[src/pkg/bts_pkg.sv]
package bts_pkg;

  ////////////////////////////////////////////////////////////////////////////////
  // register bus geometry and offsets (byte addresses, one 32-bit word each)
  localparam int         AVS_ADDR_W   = 8;
  localparam logic [7:0] OFS_CTRL     = 8'h00;
  localparam logic [7:0] OFS_STATUS   = 8'h04;
  localparam logic [7:0] OFS_FLAGS    = 8'h08;
  localparam logic [7:0] OFS_INDEX_Y  = 8'h0c;
  localparam logic [7:0] OFS_POINTER  = 8'h10;
  localparam logic [7:0] OFS_GPR_BASE = 8'h20;
  localparam logic [7:0] OFS_GPR_LAST = 8'h3c;

  ////////////////////////////////////////////////////////////////////////////////
  // field positions
  localparam int CTRL_OP_LSB   = 0;
  localparam int CTRL_BIT_LSB  = 2;
  localparam int CTRL_REG_LSB  = 5;
  localparam int CTRL_DISP_LSB = 8;
  localparam int STAT_BUSY     = 0;
  localparam int STAT_ERR      = 1;
  localparam int FLG_C         = 0;
  localparam int FLG_N         = 1;
  localparam int FLG_PV        = 2;
  localparam int FLG_H         = 4;
  localparam int FLG_Z         = 6;
  localparam int FLG_S         = 7;

  ////////////////////////////////////////////////////////////////////////////////
  // reset values and codes
  localparam logic [7:0]  RST_FLAGS     = 8'h00;
  localparam logic [7:0]  RST_BYTE      = 8'h00;
  localparam logic [15:0] RST_WORD      = 16'h0000;
  localparam logic [2:0]  REG_CODE_NONE = 3'h6; // no general register at this code

  typedef enum logic [1:0] {
    OP_TEST_IDX = 2'h0,
    OP_SET_REG  = 2'h1,
    OP_SET_MEM  = 2'h2,
    OP_BAD      = 2'h3
  } bts_op_e;

  typedef enum logic [2:0] {
    ST_IDLE = 3'h1,
    ST_RD   = 3'h2,
    ST_WR   = 3'h4
  } bts_state_e;

endpackage

[src/logic/bts_addr_gen.sv]
`timescale 1ns/100ps
module bts_addr_gen
  import bts_pkg::*;
(
  input  wire logic [15:0] base_i,
  input  wire logic [7:0]  disp_i,
  input  wire logic        add_disp_i,
  output logic      [15:0] addr_o
);

  ////////////////////////////////////////////////////////////////////////////////
  // sign-extended displacement, wraps modulo 64k
  logic [15:0] disp_sx;

  assign disp_sx = {{8{disp_i[7]}}, disp_i};
  assign addr_o  = base_i + (add_disp_i ? disp_sx : RST_WORD);

endmodule // bts_addr_gen

[src/logic/bts_bit_ops.sv]
`timescale 1ns/100ps
module bts_bit_ops
(
  input  wire logic [2:0] bit_sel_i,
  input  wire logic [7:0] data_i,
  output logic      [7:0] mask_o,
  output logic      [7:0] set_data_o,
  output logic            bit_o
);

  ////////////////////////////////////////////////////////////////////////////////
  // index 0 is lsb
  function automatic logic [7:0] sel_mask(input logic [2:0] sel);
    sel_mask = 8'h01 << sel;
  endfunction

  // selected bit forced high, others pass untouched
  assign mask_o     = sel_mask(bit_sel_i);
  assign set_data_o = data_i | mask_o;
  assign bit_o      = |(data_i & mask_o);

endmodule // bts_bit_ops

[src/logic/bts_bit_unit.sv]
// Operation
// - a bit test sets the zero flag when the chosen bit is 0 and clears it when it is 1.
// - a bit test forces the half carry flag to 1; sign and parity/overflow may hold any value.
// - a bit test clears the subtract flag and keeps the carry flag as it was.
// - the indexed test reads the byte at index_reg_y plus the sign-extended displacement.
// - the 3-bit bit-select field is a binary index, 000 is bit 0 and 111 is bit 7.
// - a bit test only reads memory and never writes the tested byte.
// - set-bit on a register decodes 000 B to 101 L and 111 A and forces the chosen bit to 1.
// - set-bit on memory reads the byte at pointer_pair, sets the bit, writes it back there.
// - set-bit in either form leaves every flag unchanged.
// - bit index 0 is the least significant bit and index 7 the most significant.
`timescale 1ns/100ps
module bts_bit_unit
  import bts_pkg::*;
(
  input  wire logic                          clk_sys_i,
  input  wire logic                          reset_n_i,
  input  wire logic [bts_pkg::AVS_ADDR_W-1:0] avs_address_i,
  input  wire logic                          avs_read_i,
  input  wire logic                          avs_write_i,
  input  wire logic [31:0]                   avs_writedata_i,
  input  wire logic [3:0]                    avs_byteenable_i,
  output logic      [31:0]                   avs_readdata_o,
  output logic                               avs_waitrequest_o,
  output logic      [15:0]                   mem_addr_o,
  output logic                               mem_rd_o,
  output logic                               mem_wr_o,
  output logic      [7:0]                    mem_wdata_o,
  input  wire logic [7:0]                    mem_rdata_i,
  input  wire logic                          mem_ack_i
);

  ////////////////////////////////////////////////////////////////////////////////
  // state
  logic        wait_r;
  logic [31:0] rdata_r;
  logic [7:0]  flags_r;
  logic [15:0] index_y_r, pointer_r;
  logic [7:0]  gpr_r [0:7];
  bts_op_e     op_r;
  logic [2:0]  bitsel_r, regsel_r;
  logic [7:0]  disp_r;
  logic        err_r;
  bts_state_e  state_r, state_nxt;
  logic [15:0] mem_addr_r, mem_addr_nxt;
  logic        mem_rd_r, mem_rd_nxt;
  logic        mem_wr_r, mem_wr_nxt;
  logic [7:0]  mem_wdata_r, mem_wdata_nxt;

  ////////////////////////////////////////////////////////////////////////////////
  // bus handshake: one wait cycle per access
  logic        bus_req, bus_take, wr_fire;
  logic [7:0]  word_addr;
  assign bus_req   = avs_read_i | avs_write_i;
  assign bus_take  = bus_req & wait_r;
  assign wr_fire   = avs_write_i & ~wait_r;
  assign word_addr = {avs_address_i[7:2], 2'b00};

  // address decode
  logic       hit_ctrl, hit_status, hit_flags, hit_index, hit_pointer, hit_gpr;
  logic [2:0] gpr_idx;
  logic       busy;
  assign hit_ctrl    = (word_addr == OFS_CTRL);
  assign hit_status  = (word_addr == OFS_STATUS);
  assign hit_flags   = (word_addr == OFS_FLAGS);
  assign hit_index   = (word_addr == OFS_INDEX_Y);
  assign hit_pointer = (word_addr == OFS_POINTER);
  assign gpr_idx     = word_addr[4:2];
  assign hit_gpr     = (word_addr >= OFS_GPR_BASE) && (word_addr <= OFS_GPR_LAST)
                       && (gpr_idx != REG_CODE_NONE);
  assign busy        = (state_r != ST_IDLE);
  // read value of the addressed word, unmapped reads as zero
  logic [31:0] rd_val;
  always_comb
  begin
    rd_val = 32'h0000_0000;
    if (hit_ctrl)
      rd_val = {16'h0000, disp_r, regsel_r, bitsel_r, op_r};
    else if (hit_status)
      rd_val = {30'h0000_0000, err_r, busy};
    else if (hit_flags)
      rd_val = {24'h00_0000, flags_r};
    else if (hit_index)
      rd_val = {16'h0000, index_y_r};
    else if (hit_pointer)
      rd_val = {16'h0000, pointer_r};
    else if (hit_gpr)
      rd_val = {24'h00_0000, gpr_r[gpr_idx]};
  end
  // byte lanes merge into the current value
  logic [31:0] be_mask;
  logic [31:0] wr_val;
  assign be_mask = {{8{avs_byteenable_i[3]}}, {8{avs_byteenable_i[2]}},
                    {8{avs_byteenable_i[1]}}, {8{avs_byteenable_i[0]}}};
  assign wr_val  = (rd_val & ~be_mask) | (avs_writedata_i & be_mask);
  // bus handshake registers
  always_ff @(posedge clk_sys_i or negedge reset_n_i)
  begin
    if (!reset_n_i)
    begin
      wait_r  <= 1'b1;
      rdata_r <= 32'h0000_0000;
    end
    else
    begin
      wait_r <= ~bus_take;
      if (bus_take)
        rdata_r <= rd_val;
    end
  end

  ////////////////////////////////////////////////////////////////////////////////
  // command decode
  bts_op_e    new_op;
  logic [2:0] new_bit, new_reg;
  logic [7:0] new_disp;
  logic       start_w, cmd_bad, go_w, reg_wr_ok;
  assign new_op    = bts_op_e'(wr_val[CTRL_OP_LSB +: 2]);
  assign new_bit   = wr_val[CTRL_BIT_LSB +: 3];
  assign new_reg   = wr_val[CTRL_REG_LSB +: 3];
  assign new_disp  = wr_val[CTRL_DISP_LSB +: 8];
  assign start_w   = wr_fire && hit_ctrl && !busy;
  assign cmd_bad   = (new_op == OP_BAD) || ((new_op == OP_SET_REG) && (new_reg == REG_CODE_NONE));
  assign go_w      = start_w && !cmd_bad;
  assign reg_wr_ok = wr_fire && !busy;
  // command fields and error flag, a new error beats a clear
  always_ff @(posedge clk_sys_i or negedge reset_n_i)
  begin
    if (!reset_n_i)
    begin
      op_r     <= OP_TEST_IDX;
      bitsel_r <= 3'h0;
      regsel_r <= 3'h0;
      disp_r   <= RST_BYTE;
      err_r    <= 1'b0;
    end
    else
    begin
      if (start_w)
      begin
        op_r     <= new_op;
        bitsel_r <= new_bit;
        regsel_r <= new_reg;
        disp_r   <= new_disp;
      end
      if (start_w && cmd_bad)
        err_r <= 1'b1;
      else if (wr_fire && hit_status && avs_byteenable_i[0] && avs_writedata_i[STAT_ERR])
        err_r <= 1'b0;
    end
  end

  ////////////////////////////////////////////////////////////////////////////////
  // bit datapaths and address generation
  logic [7:0]  mask_m, set_m, set_g;
  logic        bit_m, use_index;
  logic [15:0] start_addr;
  bts_bit_ops u_mem_bits
  (
    .bit_sel_i  (bitsel_r),
    .data_i     (mem_rdata_i),
    .mask_o     (mask_m),
    .set_data_o (set_m),
    .bit_o      (bit_m)
  );
  bts_bit_ops u_reg_bits
  (
    .bit_sel_i  (new_bit),
    .data_i     (gpr_r[new_reg]),
    .mask_o     (),
    .set_data_o (set_g),
    .bit_o      ()
  );
  assign use_index = (new_op == OP_TEST_IDX);
  // index plus displacement, or the pointer pair
  bts_addr_gen u_addr
  (
    .base_i     (use_index ? index_y_r : pointer_r),
    .disp_i     (new_disp),
    .add_disp_i (use_index),
    .addr_o     (start_addr)
  );

  ////////////////////////////////////////////////////////////////////////////////
  // memory sequencer
  logic rd_done, wr_done;
  assign rd_done = (state_r == ST_RD) && mem_ack_i;
  assign wr_done = (state_r == ST_WR) && mem_ack_i;

  always_comb
  begin
    state_nxt     = state_r;
    mem_addr_nxt  = mem_addr_r;
    mem_rd_nxt    = mem_rd_r;
    mem_wr_nxt    = mem_wr_r;
    mem_wdata_nxt = mem_wdata_r;
    case (state_r)
      ST_IDLE:
      begin
        if (go_w && (new_op != OP_SET_REG))
        begin
          state_nxt    = ST_RD;
          mem_addr_nxt = start_addr;
          mem_rd_nxt   = 1'b1;
        end
      end
      ST_RD:
      begin
        if (mem_ack_i)
        begin
          mem_rd_nxt = 1'b0;
          if (op_r == OP_TEST_IDX)
            state_nxt = ST_IDLE;
          else
          begin
            state_nxt     = ST_WR;
            mem_wdata_nxt = set_m;
            mem_wr_nxt    = 1'b1;
          end
        end
      end
      ST_WR:
      begin
        if (mem_ack_i)
        begin
          state_nxt  = ST_IDLE;
          mem_wr_nxt = 1'b0;
        end
      end
      default:
      begin
        state_nxt  = ST_IDLE;
        mem_rd_nxt = 1'b0;
        mem_wr_nxt = 1'b0;
      end
    endcase
  end

  always_ff @(posedge clk_sys_i or negedge reset_n_i)
  begin
    if (!reset_n_i)
    begin
      state_r     <= ST_IDLE;
      mem_addr_r  <= RST_WORD;
      mem_rd_r    <= 1'b0;
      mem_wr_r    <= 1'b0;
      mem_wdata_r <= RST_BYTE;
    end
    else
    begin
      state_r     <= state_nxt;
      mem_addr_r  <= mem_addr_nxt;
      mem_rd_r    <= mem_rd_nxt;
      mem_wr_r    <= mem_wr_nxt;
      mem_wdata_r <= mem_wdata_nxt;
    end
  end

  ////////////////////////////////////////////////////////////////////////////////
  // set-bit never writes flags
  always_ff @(posedge clk_sys_i or negedge reset_n_i)
  begin
    if (!reset_n_i)
      flags_r <= RST_FLAGS;
    else if (rd_done && (op_r == OP_TEST_IDX))
    begin
      // zero flag is the inverted bit
      flags_r[FLG_Z] <= ~bit_m;
      flags_r[FLG_H] <= 1'b1;
      flags_r[FLG_N] <= 1'b0;
    end
    else if (reg_wr_ok && hit_flags)
      flags_r <= wr_val[7:0];
  end
  // pointer registers, writable only while idle
  always_ff @(posedge clk_sys_i or negedge reset_n_i)
  begin
    if (!reset_n_i)
    begin
      index_y_r <= RST_WORD;
      pointer_r <= RST_WORD;
    end
    else
    begin
      if (reg_wr_ok && hit_index)
        index_y_r <= wr_val[15:0];
      if (reg_wr_ok && hit_pointer)
        pointer_r <= wr_val[15:0];
    end
  end
  // general registers, set-bit acts in the start cycle
  always_ff @(posedge clk_sys_i or negedge reset_n_i)
  begin
    if (!reset_n_i)
    begin
      for (int i = 0; i < 8; i++)
        gpr_r[i] <= RST_BYTE;
    end
    else if (go_w && (new_op == OP_SET_REG))
      gpr_r[new_reg] <= set_g;
    else if (reg_wr_ok && hit_gpr)
      gpr_r[gpr_idx] <= wr_val[7:0];
  end
  // outputs straight from flip-flops
  assign avs_readdata_o    = rdata_r;
  assign avs_waitrequest_o = wait_r;
  assign mem_addr_o        = mem_addr_r;
  assign mem_rd_o          = mem_rd_r;
  assign mem_wr_o          = mem_wr_r;
  assign mem_wdata_o       = mem_wdata_r;
endmodule // bts_bit_unit

[config.mk]
export PLATFORM = sky130hd
export DESIGN_NAME = bts_bit_unit
export DESIGN_NICKNAME = d
export VERILOG_FILES = /design/src/pkg/bts_pkg.sv /design/src/logic/bts_addr_gen.sv /design/src/logic/bts_bit_ops.sv /design/src/logic/bts_bit_unit.sv
export SDC_FILE = /design/constraint.sdc
export NUM_CORES = 1
export LEC_CHECK = 0
export BUFFER_PORTS_ARGS = -buffer_cell sky130_fd_sc_hd__buf_2
export CAP_MARGIN = 15
export CORE_ASPECT_RATIO = 1.4
export CORE_MARGIN = 10
export CORE_UTILIZATION = 60
export CTS_BUF_LIST = sky130_fd_sc_hd__clkbuf_4 sky130_fd_sc_hd__clkbuf_8
export DETAILED_ROUTE_END_ITERATION = 12
export GPL_ROUTABILITY_DRIVEN = 0
export PLACE_DENSITY = 0.79
export SYNTH_ARGS = -nofsm -noshare
export SYNTH_HDL_FRONTEND = slang
export SYNTH_SLANG_ARGS = --single-unit
[constraint.sdc]
create_clock -name clk_sys_i -period 6.51 [get_ports clk_sys_i]
set_input_delay 0.651 -clock clk_sys_i [delete_from_list [all_inputs] [get_ports clk_sys_i]]
set_output_delay 0.651 -clock clk_sys_i [all_outputs]
set_load 0.005 [all_outputs]
* Word level (Yosys, flattened, before mapping) *
Cells that the tools add are included.

word-level totals
  register bits after elaboration = 183
  latch bits = 0
  memory bits (writable) = 0
  bits in read-only memories = 0
  output and inout port bits = 59
  memories = 0

operators by class
  add/sub/neg operators = 1
  multiply operators = 0
  div/mod/pow operators = 0
  order comparisons = 6
  eq/ne operators = 17
  shifts and indexed selects = 2
  muxes and demuxes = 39
  bitwise operators = 19
  reductions and logical operators = 37

operator list
  cell                   count
  $bwmux W64             2
  $mux W64               2
  $mux W16               5
  $mux W32               2
  $mux W8                7
  $bmux W8 S3            2
  $demux W8 S3           2
  $and A16 B16 Y16       2
  $logic_and A1 B1 Y1    21
  $add A16 B16 Y16       1
  $not A16 Y16           1
  $or A16 B16 Y16        1
  $or A8 B8 Y8           2
  $shl A1 B3 Y8 const A  2
  $eq A6 B2 Y1 const B   2
  $mux W3                4
  $mux W1                9
  $pmux W3 S3            1
  $reduce_and A3 Y1      3
  $and A8 B8 Y8          1
  $ge A4 B4 Y1 const B   2
  $ge A8 B6 Y1 const B   1
  $le A8 B6 Y1 const B   1
  $logic_not A8 Y1       1
  25 further kinds       44

* Depth between registers and ports, before layout *
Gate-level depths: netlist (run 1).

  depth in word-level cells = 20
  depth in mapped cells = 23

* Modules after synthesis *
From an unflattened synthesis (run 1), not the netlist that was laid out.

unflattened totals
  cells, all modules = 1047
  area, all modules = 9934.5 sq um

by module, submodules not included
  module        instances  cells each  area an instance (sq um)
  bts_bit_unit  1          909         8916.1
  bts_addr_gen  1          90          638.1
  bts_bit_ops   2          24          190.2

* Least setup slack after synthesis (run 1) *
No wires, ideal clock.

  path type = input to register
  from = input avs_address_i[3] (netlist name)
  to = register mem_addr_r[14] (netlist: mem_addr_o[14])
  setup time = 0.135 ns
  data arrival time = 5.035 ns
  required time = 6.375 ns
  path slack = 1.340 ns
  cell stages on the path = 21
  path through = buf_4 -> or2_2 -> buf_2 -> nor3_2 -> clkbuf_1 -> a22oi_1 -> nand2_1 -> mux2i_1 -> nand2_1 -> clkbuf_1 -> mux2_2 -> ha_1 -> fa_1 -> a21o_1 -> a21oi_1 -> o21ai_0 -> a41o_1 -> a21o_1 -> a21oi_1 -> xor2_1 -> o21ai_0

between the ends
  word-level cells in the longest chain between the ends = 19

RTL lines
  element                                                                line                 source
  start: declaration                                                     bts_bit_unit.sv:18   input wire logic [bts_pkg::AVS_ADDR_W-1:0] avs_address_i,
  parallel branches: the longest is 19 deep, another holds $ge A8 B6 Y1  -
  end signal: assignment                                                 bts_bit_unit.sv:252  mem_addr_r <= mem_addr_nxt;
  end: declaration                                                       bts_bit_unit.sv:45   logic [15:0] mem_addr_r, mem_addr_nxt;

Parallel ways; which one is timed is not known. The select of a mux whose other input is x is not followed.
A chain may end at the register's enable or synchronous reset.

* Final worst setup path (run 1) *
  from = register state_r[0]
  to = register mem_addr_r[15] (netlist: mem_addr_o[15])

between the ends
  word-level cells in the longest chain between the ends = 12

RTL lines
  element                                                                    line                 source
  start: declaration                                                         bts_bit_unit.sv:44   bts_state_e state_r, state_nxt;
  start signal: assignment                                                   bts_bit_unit.sv:251  state_r <= state_nxt;
  parallel branches: the longest is 12 deep, another holds $add A16 B16 Y16  -

Parallel ways; which one is timed is not known.

==> flow_summary.rst, run 1 <==
.. list-table::
   :header-rows: 1

   * - Metric
     - Value
   * - Number of antenna violations at the first check in global routing
     - 0
   * - Fmax
     - 0.200 GHz
   * - Total number of clock tree sinks
     - 167
   * - Count of vias placed by the detailed router
     - 8346
   * - RSZ-0062 raised after global routing
     - false
   * - Tightest Pin Transition
     - 1.16 ns
   * - Total I/O pin count
     - 116
   * - Ratio of final minimum period to clock period
     - 77.0%
   * - Synth warnings
     - 0
   * - Endpoint kind of the worst setup timing path
     - flop
   * - Synth Area per Inst
     - 9.43 µm²
   * - Remaining global-route overflow
     - 0
   * - Final wirelength
     - 27800 µm
   * - Largest net degree at the start of global routing
     - 96
   * - Total DRC errors in the routed layout
     - 0
   * - Die outline width
     - 127 µm
   * - Overall power of the completed layout
     - 2240 µW
   * - Die ar.
     - 21400 µm²
   * - Most frequent standard cell in the layout excluding fill and tap cells
     - sky130_fd_sc_hd__dfrtp_1
   * - Max incr delay on CP
     - 0.60 ns
   * - Share of final-layout standard cells stronger than drive strength 1
     - 18.7%
   * - Count of H-tree levels built during CTS
     - 4
   * - Areal power density over the cells
     - 215 nW/µm²
   * - Clk_skew
     - 0.0164 ns
   * - Library cells used by synthesis
     - 77
   * - Number of buffers inserted by hold repair at cts
     - 0
   * - Simple-gate share of the synthesized area
     - 15.7%
   * - Vias/cell
     - 6.57
   * - Area of the core
     - 15600 µm²
   * - Compound-cell area share of the yosys netlist
     - 20.9%
   * - Hold Violations, Final
     - 0
   * - Final core area utilization
     - 66.6%
   * - Cell-by-cell listing of the critical path
     - or3b_2 -> mux4_2 -> a22oi_1 -> nand2_1 -> mux2i_1 -> nand2_1 -> buf_4 -> nor2_1 -> ha_1 -> a21o_1 -> a21o_1 -> a21oi_1 -> a21oi_1 -> o21a_1 -> o41ai_1 -> xnor2_1 -> o21ai_0
   * - Reg2Reg Setup Slack
     - 1.50 ns
   * - DRT Pass-1 Iters
     - 10
   * - Most frequent cells in the layout
     - sky130_fd_sc_hd__dfrtp_1, sky130_fd_sc_hd__nand2_1, sky130_fd_sc_hd__o21ai_0, sky130_fd_sc_hd__buf_2, sky130_fd_sc_hd__nor2_1
   * - Main combinational cell family by area after synthesis
     - compound AO/OA/AOI/OAI gates
   * - Predominant post-synthesis flop cell
     - sky130_fd_sc_hd__dfrtp_1
   * - Number of nets with antenna violations after detailed routing
     - 0
   * - Final worst path period need
     - 5.01 ns
   * - Share of flip-flops with an asynchronous set or reset
     - 100%
   * - Normalized max-slew margin
     - 22.6%
   * - Buf+Inv Stages, Crit Path
     - 1
   * - Max Buffers Root-to-Sink
     - 2
   * - Number of gates resized after cts
     - 0
   * - Count of endpoints failing setup in the final report
     - 0
   * - Max Cap Violations
     - 0
   * - Insertion delay of the later-clocked pin in the worst-skew pair
     - 0.49 ns
   * - Adder and majority cell fraction of the synthesized area
     - 2.18%
   * - Required time of the worst setup path
     - 6.84 ns
   * - Kind of start point of the critical path
     - flop
   * - Worst min-delay path category
     - in -> async
   * - Register clock-pin slew on the reported worst setup and hold paths
     - 0.09 ns
   * - Number of inserted diodes
     - 0
   * - Wire per inst
     - 21.9 µm
   * - Share of cell area taken by muxes after synthesis
     - 10.7%
   * - Result of the run
     - finished clean
   * - Vert. Die Dim
     - 169 µm
   * - Area added between synthesis and finish
     - 8.96%
   * - TritonCTS buffer count
     - 17
   * - Worst-path cell with the longest stage delay
     - sky130_fd_sc_hd__dfstp_2
   * - Largest fanout on the critical path
     - 8
   * - Xor/xnor share of the synthesized area
     - 1.29%
   * - Delay-heaviest family, CP
     - compound AO/OA/AOI/OAI gates
   * - Number of nets in the finished design
     - 1135
   * - Global-route wire length before repair
     - 43800 µm
   * - Number of placed instances with taps included
     - 1239
   * - Post-synth design cell area
     - 9540 µm²
   * - Filler Cell Count
     - 1236
   * - Number of synthesized register bits
     - 167
   * - Combined global-route utilization of all metal layers
     - 25.8%
   * - Root buf cell
     - sky130_fd_sc_hd__clkbuf_8
   * - Total Neg Setup Slack
     - 0 ns
   * - Crit Path Category
     - reg -> reg
   * - Buffers inserted during post-CTS setup optimization
     - 0
   * - Number of enable-type register cells in the synthesized netlist
     - 0
   * - Static Leakage
     - 0.00488 µW
   * - Non-filler instance count after layout
     - 1271
   * - Max-slew violations
     - 0
   * - Violation count after the first detailed-routing iteration
     - 1131
   * - Clock tree from TritonCTS
     - yes
   * - Via count of the first global-routing pass
     - 8150
   * - Number of standard-cell rows in the floorplan
     - 54
   * - Buffers added on ports
     - 79
   * - Data arrival at the endpoint of the critical path
     - 5.35 ns
   * - Worst Hold Margin
     - 0.260 ns
   * - Synthesized instance count
     - 1011
   * - Worst voltage drop across the vdd grid
     - 0.150 mV
   * - Share of synthesized area occupied by flip-flops and latches
     - 43.8%
   * - Estimated wirelength of the detail-placed design
     - 19700 µm
   * - Starting utilization of the core area
     - 61.1%
-- layer usage --
layer  track usage (%)  up-vias  wire length [µm]
met1              29.8     3958             10100
met4              15.3        0              1530
met3              5.85      136              2330
met5                 0        -                 0
met2              42.8      493             13800
li1                  -     3759                 -
-- synthesized netlist by cell type, types with 8 or more instances --
library cell	instances	share of area (%)
sky130_fd_sc_hd__o21ai_0	106	5.6
sky130_fd_sc_hd__a31oi_1	12	0.79
sky130_fd_sc_hd__a21oi_1	43	2.3
sky130_fd_sc_hd__nand3_1	21	1.1
sky130_fd_sc_hd__nand2_1	158	6.2
sky130_fd_sc_hd__dfrtp_1	165	43
sky130_fd_sc_hd__mux2_2	35	4.1
sky130_fd_sc_hd__nor2_1	72	2.8
sky130_fd_sc_hd__nor2b_1	8	0.52
sky130_fd_sc_hd__nor3_1	22	1.2
sky130_fd_sc_hd__ha_1	15	2.0
sky130_fd_sc_hd__o221ai_1	28	2.6
sky130_fd_sc_hd__buf_4	20	1.6
sky130_fd_sc_hd__a21o_1	14	1.1
sky130_fd_sc_hd__xor2_1	8	0.73
sky130_fd_sc_hd__inv_1	19	0.75
sky130_fd_sc_hd__a22oi_1	18	1.4
sky130_fd_sc_hd__mux2i_1	30	3.1
sky130_fd_sc_hd__nand2b_1	11	0.72
sky130_fd_sc_hd__mux4_2	14	3.3
sky130_fd_sc_hd__a221o_1	14	1.5
sky130_fd_sc_hd__clkbuf_1	49	1.9
-- stage by stage --
step | worst slack, ns | area [µm²]
finish | 1.50 | 10400
global route | 1.23 | 10400
CTS | 1.53 | 10400
detailed placement | 1.14 | 9970
global placement | 1.16 | 9970
floorplan | 1.34 | 9590
-- kinds of logic after synthesis --
family	after synthesis
AO/OA/AOI/OAI	298
XOR/XNOR	14
adder cells (fa/ha/maj)	16
buffers and inverters	104
flip-flops	167
multiplexers	80
other	1
AND/OR/NAND/NOR	331
-- layout make-up --
cell class / instances / area (µm²) / share of cell area [%]
Timing Repair Buffer: 100 / 559 / 5.38
Tap cell: 196 / 245 / 2.36
Inverter: 21 / 78.8 / 0.759
Clock inverter: 11 / 145 / 1.40
Multi-Input combinational cell: 755 / 4900 / 47.2
Clock buffer: 21 / 277 / 2.66
Sequential cell: 167 / 4180 / 40.2
-- worst reg2reg max path: stages (launching register included) --
cell and delay, ns:
sky130_fd_sc_hd__dfstp_2 0.60, sky130_fd_sc_hd__or3b_2 0.52, sky130_fd_sc_hd__mux4_2 0.47, sky130_fd_sc_hd__a22oi_1 0.15, sky130_fd_sc_hd__nand2_1 0.10, sky130_fd_sc_hd__mux2i_1 0.20, sky130_fd_sc_hd__nand2_1 0.15, sky130_fd_sc_hd__buf_4 0.19
sky130_fd_sc_hd__nor2_1 0.49, sky130_fd_sc_hd__ha_1 0.39, sky130_fd_sc_hd__a21o_1 0.19, sky130_fd_sc_hd__a21o_1 0.16, sky130_fd_sc_hd__a21oi_1 0.24, sky130_fd_sc_hd__a21oi_1 0.14, sky130_fd_sc_hd__o21a_1 0.20, sky130_fd_sc_hd__o41ai_1 0.43
sky130_fd_sc_hd__xnor2_1 0.17, sky130_fd_sc_hd__o21ai_0 0.08
-- registers in the layout, summed over array words and instances (netlist names) --
signal             flops
state_r                3
mem_addr_o            16
regsel_r               3
mem_wdata_o            8
gpr_r                 64
index_y_r             16
pointer_r             16
avs_waitrequest_o      1
mem_rd_o               1
err_r                  1
flags_r                8
disp_r                 8
bitsel_r               3
op_r                   2
mem_wr_o               1
avs_readdata_o        16
-- report_power, final --
group          total (µW)  switching [µW]  internal (µW)
clock network         803             394            409
logic                 310             194            116
registers            1120            39.1           1080
total                2240             627           1610
-- path summary, 6_finish.rpt --
kind / startpoint / to / depth (start not counted)
max in group asynchronous: reset_n_i / pointer_r[6] / 2
min reg2reg: gpr_r[11] / gpr_r[11] / 0
max: state_r[0] / mem_addr_o[15] / 17
max reg2reg: state_r[0] / mem_addr_o[15] / 17
min in group clk_sys_i: gpr_r[11] / gpr_r[11] / 0
min: reset_n_i / avs_readdata_o[6] / 1
No activity file was read; power rests on OpenSTA's default activity.
==> run 2: changes to the inputs <==
- CORE_UTILIZATION: 60 -> 55
- PLACE_DENSITY: 0.79 -> 0.76
- clock period: 6.51 -> 4.1 ns (I/O delays scaled with it)
==> flow_summary.rst, run 2 (synthesized netlist as in run 1, its figures left out) <==
.. list-table::
   :header-rows: 1

   * - Metric
     - Value
   * - Vias/cell
     - 6.28
   * - DRT Pass-1 Iters
     - 6
   * - Non-filler instance count after layout
     - 1398
   * - Result of the run
     - complete, but fails checks
   * - Failing checks
     - hold timing, setup timing
   * - Largest net degree at the start of global routing
     - 86
   * - Number of antenna violations at the first check in global routing
     - 0
   * - RSZ-0062 raised after global routing
     - true
   * - Final worst path period need
     - 4.22 ns
   * - Filler Cell Count
     - 1315
   * - Most flop-heavy register
     - gpr_r
   * - Total Neg Setup Slack
     - -0.178 ns
   * - Worst reg2reg endpoint
     - mem_addr_o[14]
   * - Vert. Die Dim
     - 176 µm
   * - Remaining global-route overflow
     - 0
   * - Worst min-delay path category
     - in -> async
   * - Max FFs per register
     - 64
   * - Root buf cell
     - sky130_fd_sc_hd__clkbuf_8
   * - Most frequent standard cell in the layout excluding fill and tap cells
     - sky130_fd_sc_hd__dfrtp_1
   * - Area of the core
     - 16900 µm²
   * - Worst Hold Margin
     - -0.0348 ns
   * - Termination of the worst setup path
     - mem_addr_o[14]
   * - Most frequent cells in the layout
     - sky130_fd_sc_hd__dfrtp_1, sky130_fd_sc_hd__nand2_1, sky130_fd_sc_hd__buf_4, sky130_fd_sc_hd__o21ai_0, sky130_fd_sc_hd__buf_2
   * - Hold Violations, Final
     - 49
   * - Clock tree from TritonCTS
     - yes
   * - Share of final-layout standard cells stronger than drive strength 1
     - 26.9%
   * - Crit path depth
     - 18
   * - Clock network fraction of design power
     - 31.3%
   * - Static Leakage
     - 0.00532 µW
   * - Clk_skew
     - 0.0162 ns
   * - Max Buffers Root-to-Sink
     - 2
   * - Reported net switching power
     - 1030 µW
   * - Largest fanout on the critical path
     - 4
   * - Area added between synthesis and finish
     - 17.8%
   * - Crit-path most repeated cell
     - sky130_fd_sc_hd__a21o_1
   * - Via count of the first global-routing pass
     - 8762
   * - Fmax
     - 0.237 GHz
   * - Origin of the worst setup path
     - state_r[0]
   * - Die outline width
     - 131 µm
   * - Internal power
     - 2410 µW
   * - Count of H-tree levels built during CTS
     - 4
   * - Estimated wirelength of the detail-placed design
     - 21300 µm
   * - Max incr delay on CP
     - 0.54 ns
   * - Total number of clock tree sinks
     - 167
   * - Number of standard-cell rows in the floorplan
     - 56
   * - Number of placed instances with taps included
     - 1354
   * - Tightest Pin Transition
     - 1.10 ns
   * - Setup WS post-layout
     - -0.123 ns
   * - Reg-to-reg critical path startpoint
     - state_r[0]
   * - Worst-case reg-to-reg path depth
     - 18
   * - Cell-by-cell listing of the critical path
     - or3b_4 -> mux4_2 -> a22oi_2 -> nand2_1 -> mux2i_2 -> nand2_2 -> buf_12 -> mux2_2 -> ha_4 -> a21o_1 -> a21o_1 -> a21oi_2 -> o21bai_1 -> a41o_1 -> a21o_1 -> a21oi_2 -> xor2_1 -> o21ai_1
   * - Detailed-routing wirelength on met1
     - 10700 µm
   * - Endpoint kind of the worst setup timing path
     - flop
   * - Count of endpoints failing setup in the final report
     - 2
   * - Kind of start point of the critical path
     - flop
   * - Areal power density over the cells
     - 306 nW/µm²
   * - Ratio of final minimum period to clock period
     - 103%
   * - Number of nets with antenna violations after detailed routing
     - 0
   * - Top metal layer carrying routed signals
     - met4
   * - Global-route wire length before repair
     - 47400 µm
   * - Combined global-route utilization of all metal layers
     - 25.8%
   * - Max Cap Violations
     - 0
   * - TritonCTS buffer count
     - 17
   * - Buf+Inv Stages, Crit Path
     - 1
   * - Wire per inst
     - 21.4 µm
   * - Die ar.
     - 23100 µm²
   * - Fraction of power spent switching nets
     - 30.0%
   * - Normalized max-slew margin
     - 24.6%
   * - Reg2Reg Setup Slack
     - -0.12 ns
   * - Count of vias placed by the detailed router
     - 8773
   * - Sequential cell fraction of total power
     - 52.0%
   * - Delay-heaviest family, CP
     - compound AO/OA/AOI/OAI gates
   * - Register clock-pin slew on the reported worst setup and hold paths
     - 0.09 ns
   * - Max-slew violations
     - 0
   * - Insertion delay of the later-clocked pin in the worst-skew pair
     - 0.49 ns
   * - Worst voltage drop across the vdd grid
     - 0.187 mV
   * - Worst-path cell with the longest stage delay
     - sky130_fd_sc_hd__dfstp_2
   * - Total DRC errors in the routed layout
     - 0
   * - Number of inserted diodes
     - 0
   * - Post-placement setup slack
     - -0.203 ns
   * - DR WL met2
     - 14700 µm
   * - Combinational fraction of design power
     - 16.7%
   * - Total I/O pin count
     - 116
   * - Number of nets in the finished design
     - 1226
   * - Starting utilization of the core area
     - 56.5%
   * - Violation count after the first detailed-routing iteration
     - 1251
   * - Metal3 WL
     - 2860 µm
   * - Required time of the worst setup path
     - 4.47 ns
   * - Crit Path Category
     - reg -> reg
   * - Buffers added on ports
     - 79
   * - Data arrival at the endpoint of the critical path
     - 4.60 ns
   * - Final wirelength
     - 30000 µm
==> run 2: per-layer routing <==
layer  track usage, %  up-vias
li1                 -     3931
met1             29.5     4119
met2             43.9      553
met3             6.28      170
met4             13.2        0
met5                0        -
==> run 2: worst min-delay path by stage <==
| stage | startpoint | to | slack [ns] | depth (start not counted) |
|---|---|---|---|---|
| 2_1_floorplan | reset_n_i | avs_readdata_o[0] | 0.11 | 0 |
| 3_3_place_gp | gpr_r[10] | gpr_r[10] | 0.37 | 0 |
| 3_5_place_dp | gpr_r[8] | gpr_r[8] | 0.37 | 0 |
| 4_1_cts | reset_n_i | gpr_r[7] | 0.00004 | 1 |
| 5_1_grt | reset_n_i | gpr_r[60] | 0.03 | 1 |
| 6_report | reset_n_i | gpr_r[4] | -0.03 | 1 |
==> run 2: what timing repair did <==
action,CTS,global route
setup endpoints to repair,6,12
gates resized for setup,11,9
buffers inserted,12,0
pin swaps,6,9
hold buffers,0,0
==> run 2: per-stage QoR <==
stage                     utilization [%]  power [µW]  instance area [µm²]
final                                66.5        3440                11200
after global routing                 66.5        3570                11200
after CTS                            66.2        3430                11200
after detailed placement             63.4        2360                10700
after global placement               63.4        2340                10700
after floorplan                         -        2130                 9670
==> run 2: worst reg2reg max path, stage by stage, from the launching register on <==
cell,delay [ns]
sky130_fd_sc_hd__dfstp_2,0.54
sky130_fd_sc_hd__or3b_4,0.38
sky130_fd_sc_hd__mux4_2,0.47
sky130_fd_sc_hd__a22oi_2,0.13
sky130_fd_sc_hd__nand2_1,0.10
sky130_fd_sc_hd__mux2i_2,0.20
sky130_fd_sc_hd__nand2_2,0.17
sky130_fd_sc_hd__buf_12,0.17
sky130_fd_sc_hd__mux2_2,0.30
sky130_fd_sc_hd__ha_4,0.25
sky130_fd_sc_hd__a21o_1,0.19
sky130_fd_sc_hd__a21o_1,0.20
sky130_fd_sc_hd__a21oi_2,0.18
sky130_fd_sc_hd__o21bai_1,0.08
sky130_fd_sc_hd__a41o_1,0.23
sky130_fd_sc_hd__a21o_1,0.18
sky130_fd_sc_hd__a21oi_2,0.14
sky130_fd_sc_hd__xor2_1,0.15
sky130_fd_sc_hd__o21ai_1,0.07
==> run 2: power groups by stage <==
stage / Clock [µW] / Sequential [µW] / Combinational, µW
floorplan: 0 / 1790 / 340
global placement: 0 / 1810 / 528
detailed placement: 0 / 1820 / 539
CTS: 1080 / 1780 / 558
global route: 1150 / 1800 / 624
finish: 1080 / 1790 / 574
==> run 2: final cells by class <==
type	instances	area (µm²)	area share (%)
repair buffers	191	1280	11.4
clock buffers	20	263	2.34
well taps	232	290	2.58
inverters	21	78.8	0.702
multi-input cells	755	5050	45.0
clock inverters	12	80.1	0.713
flip-flops and latches	167	4180	37.2
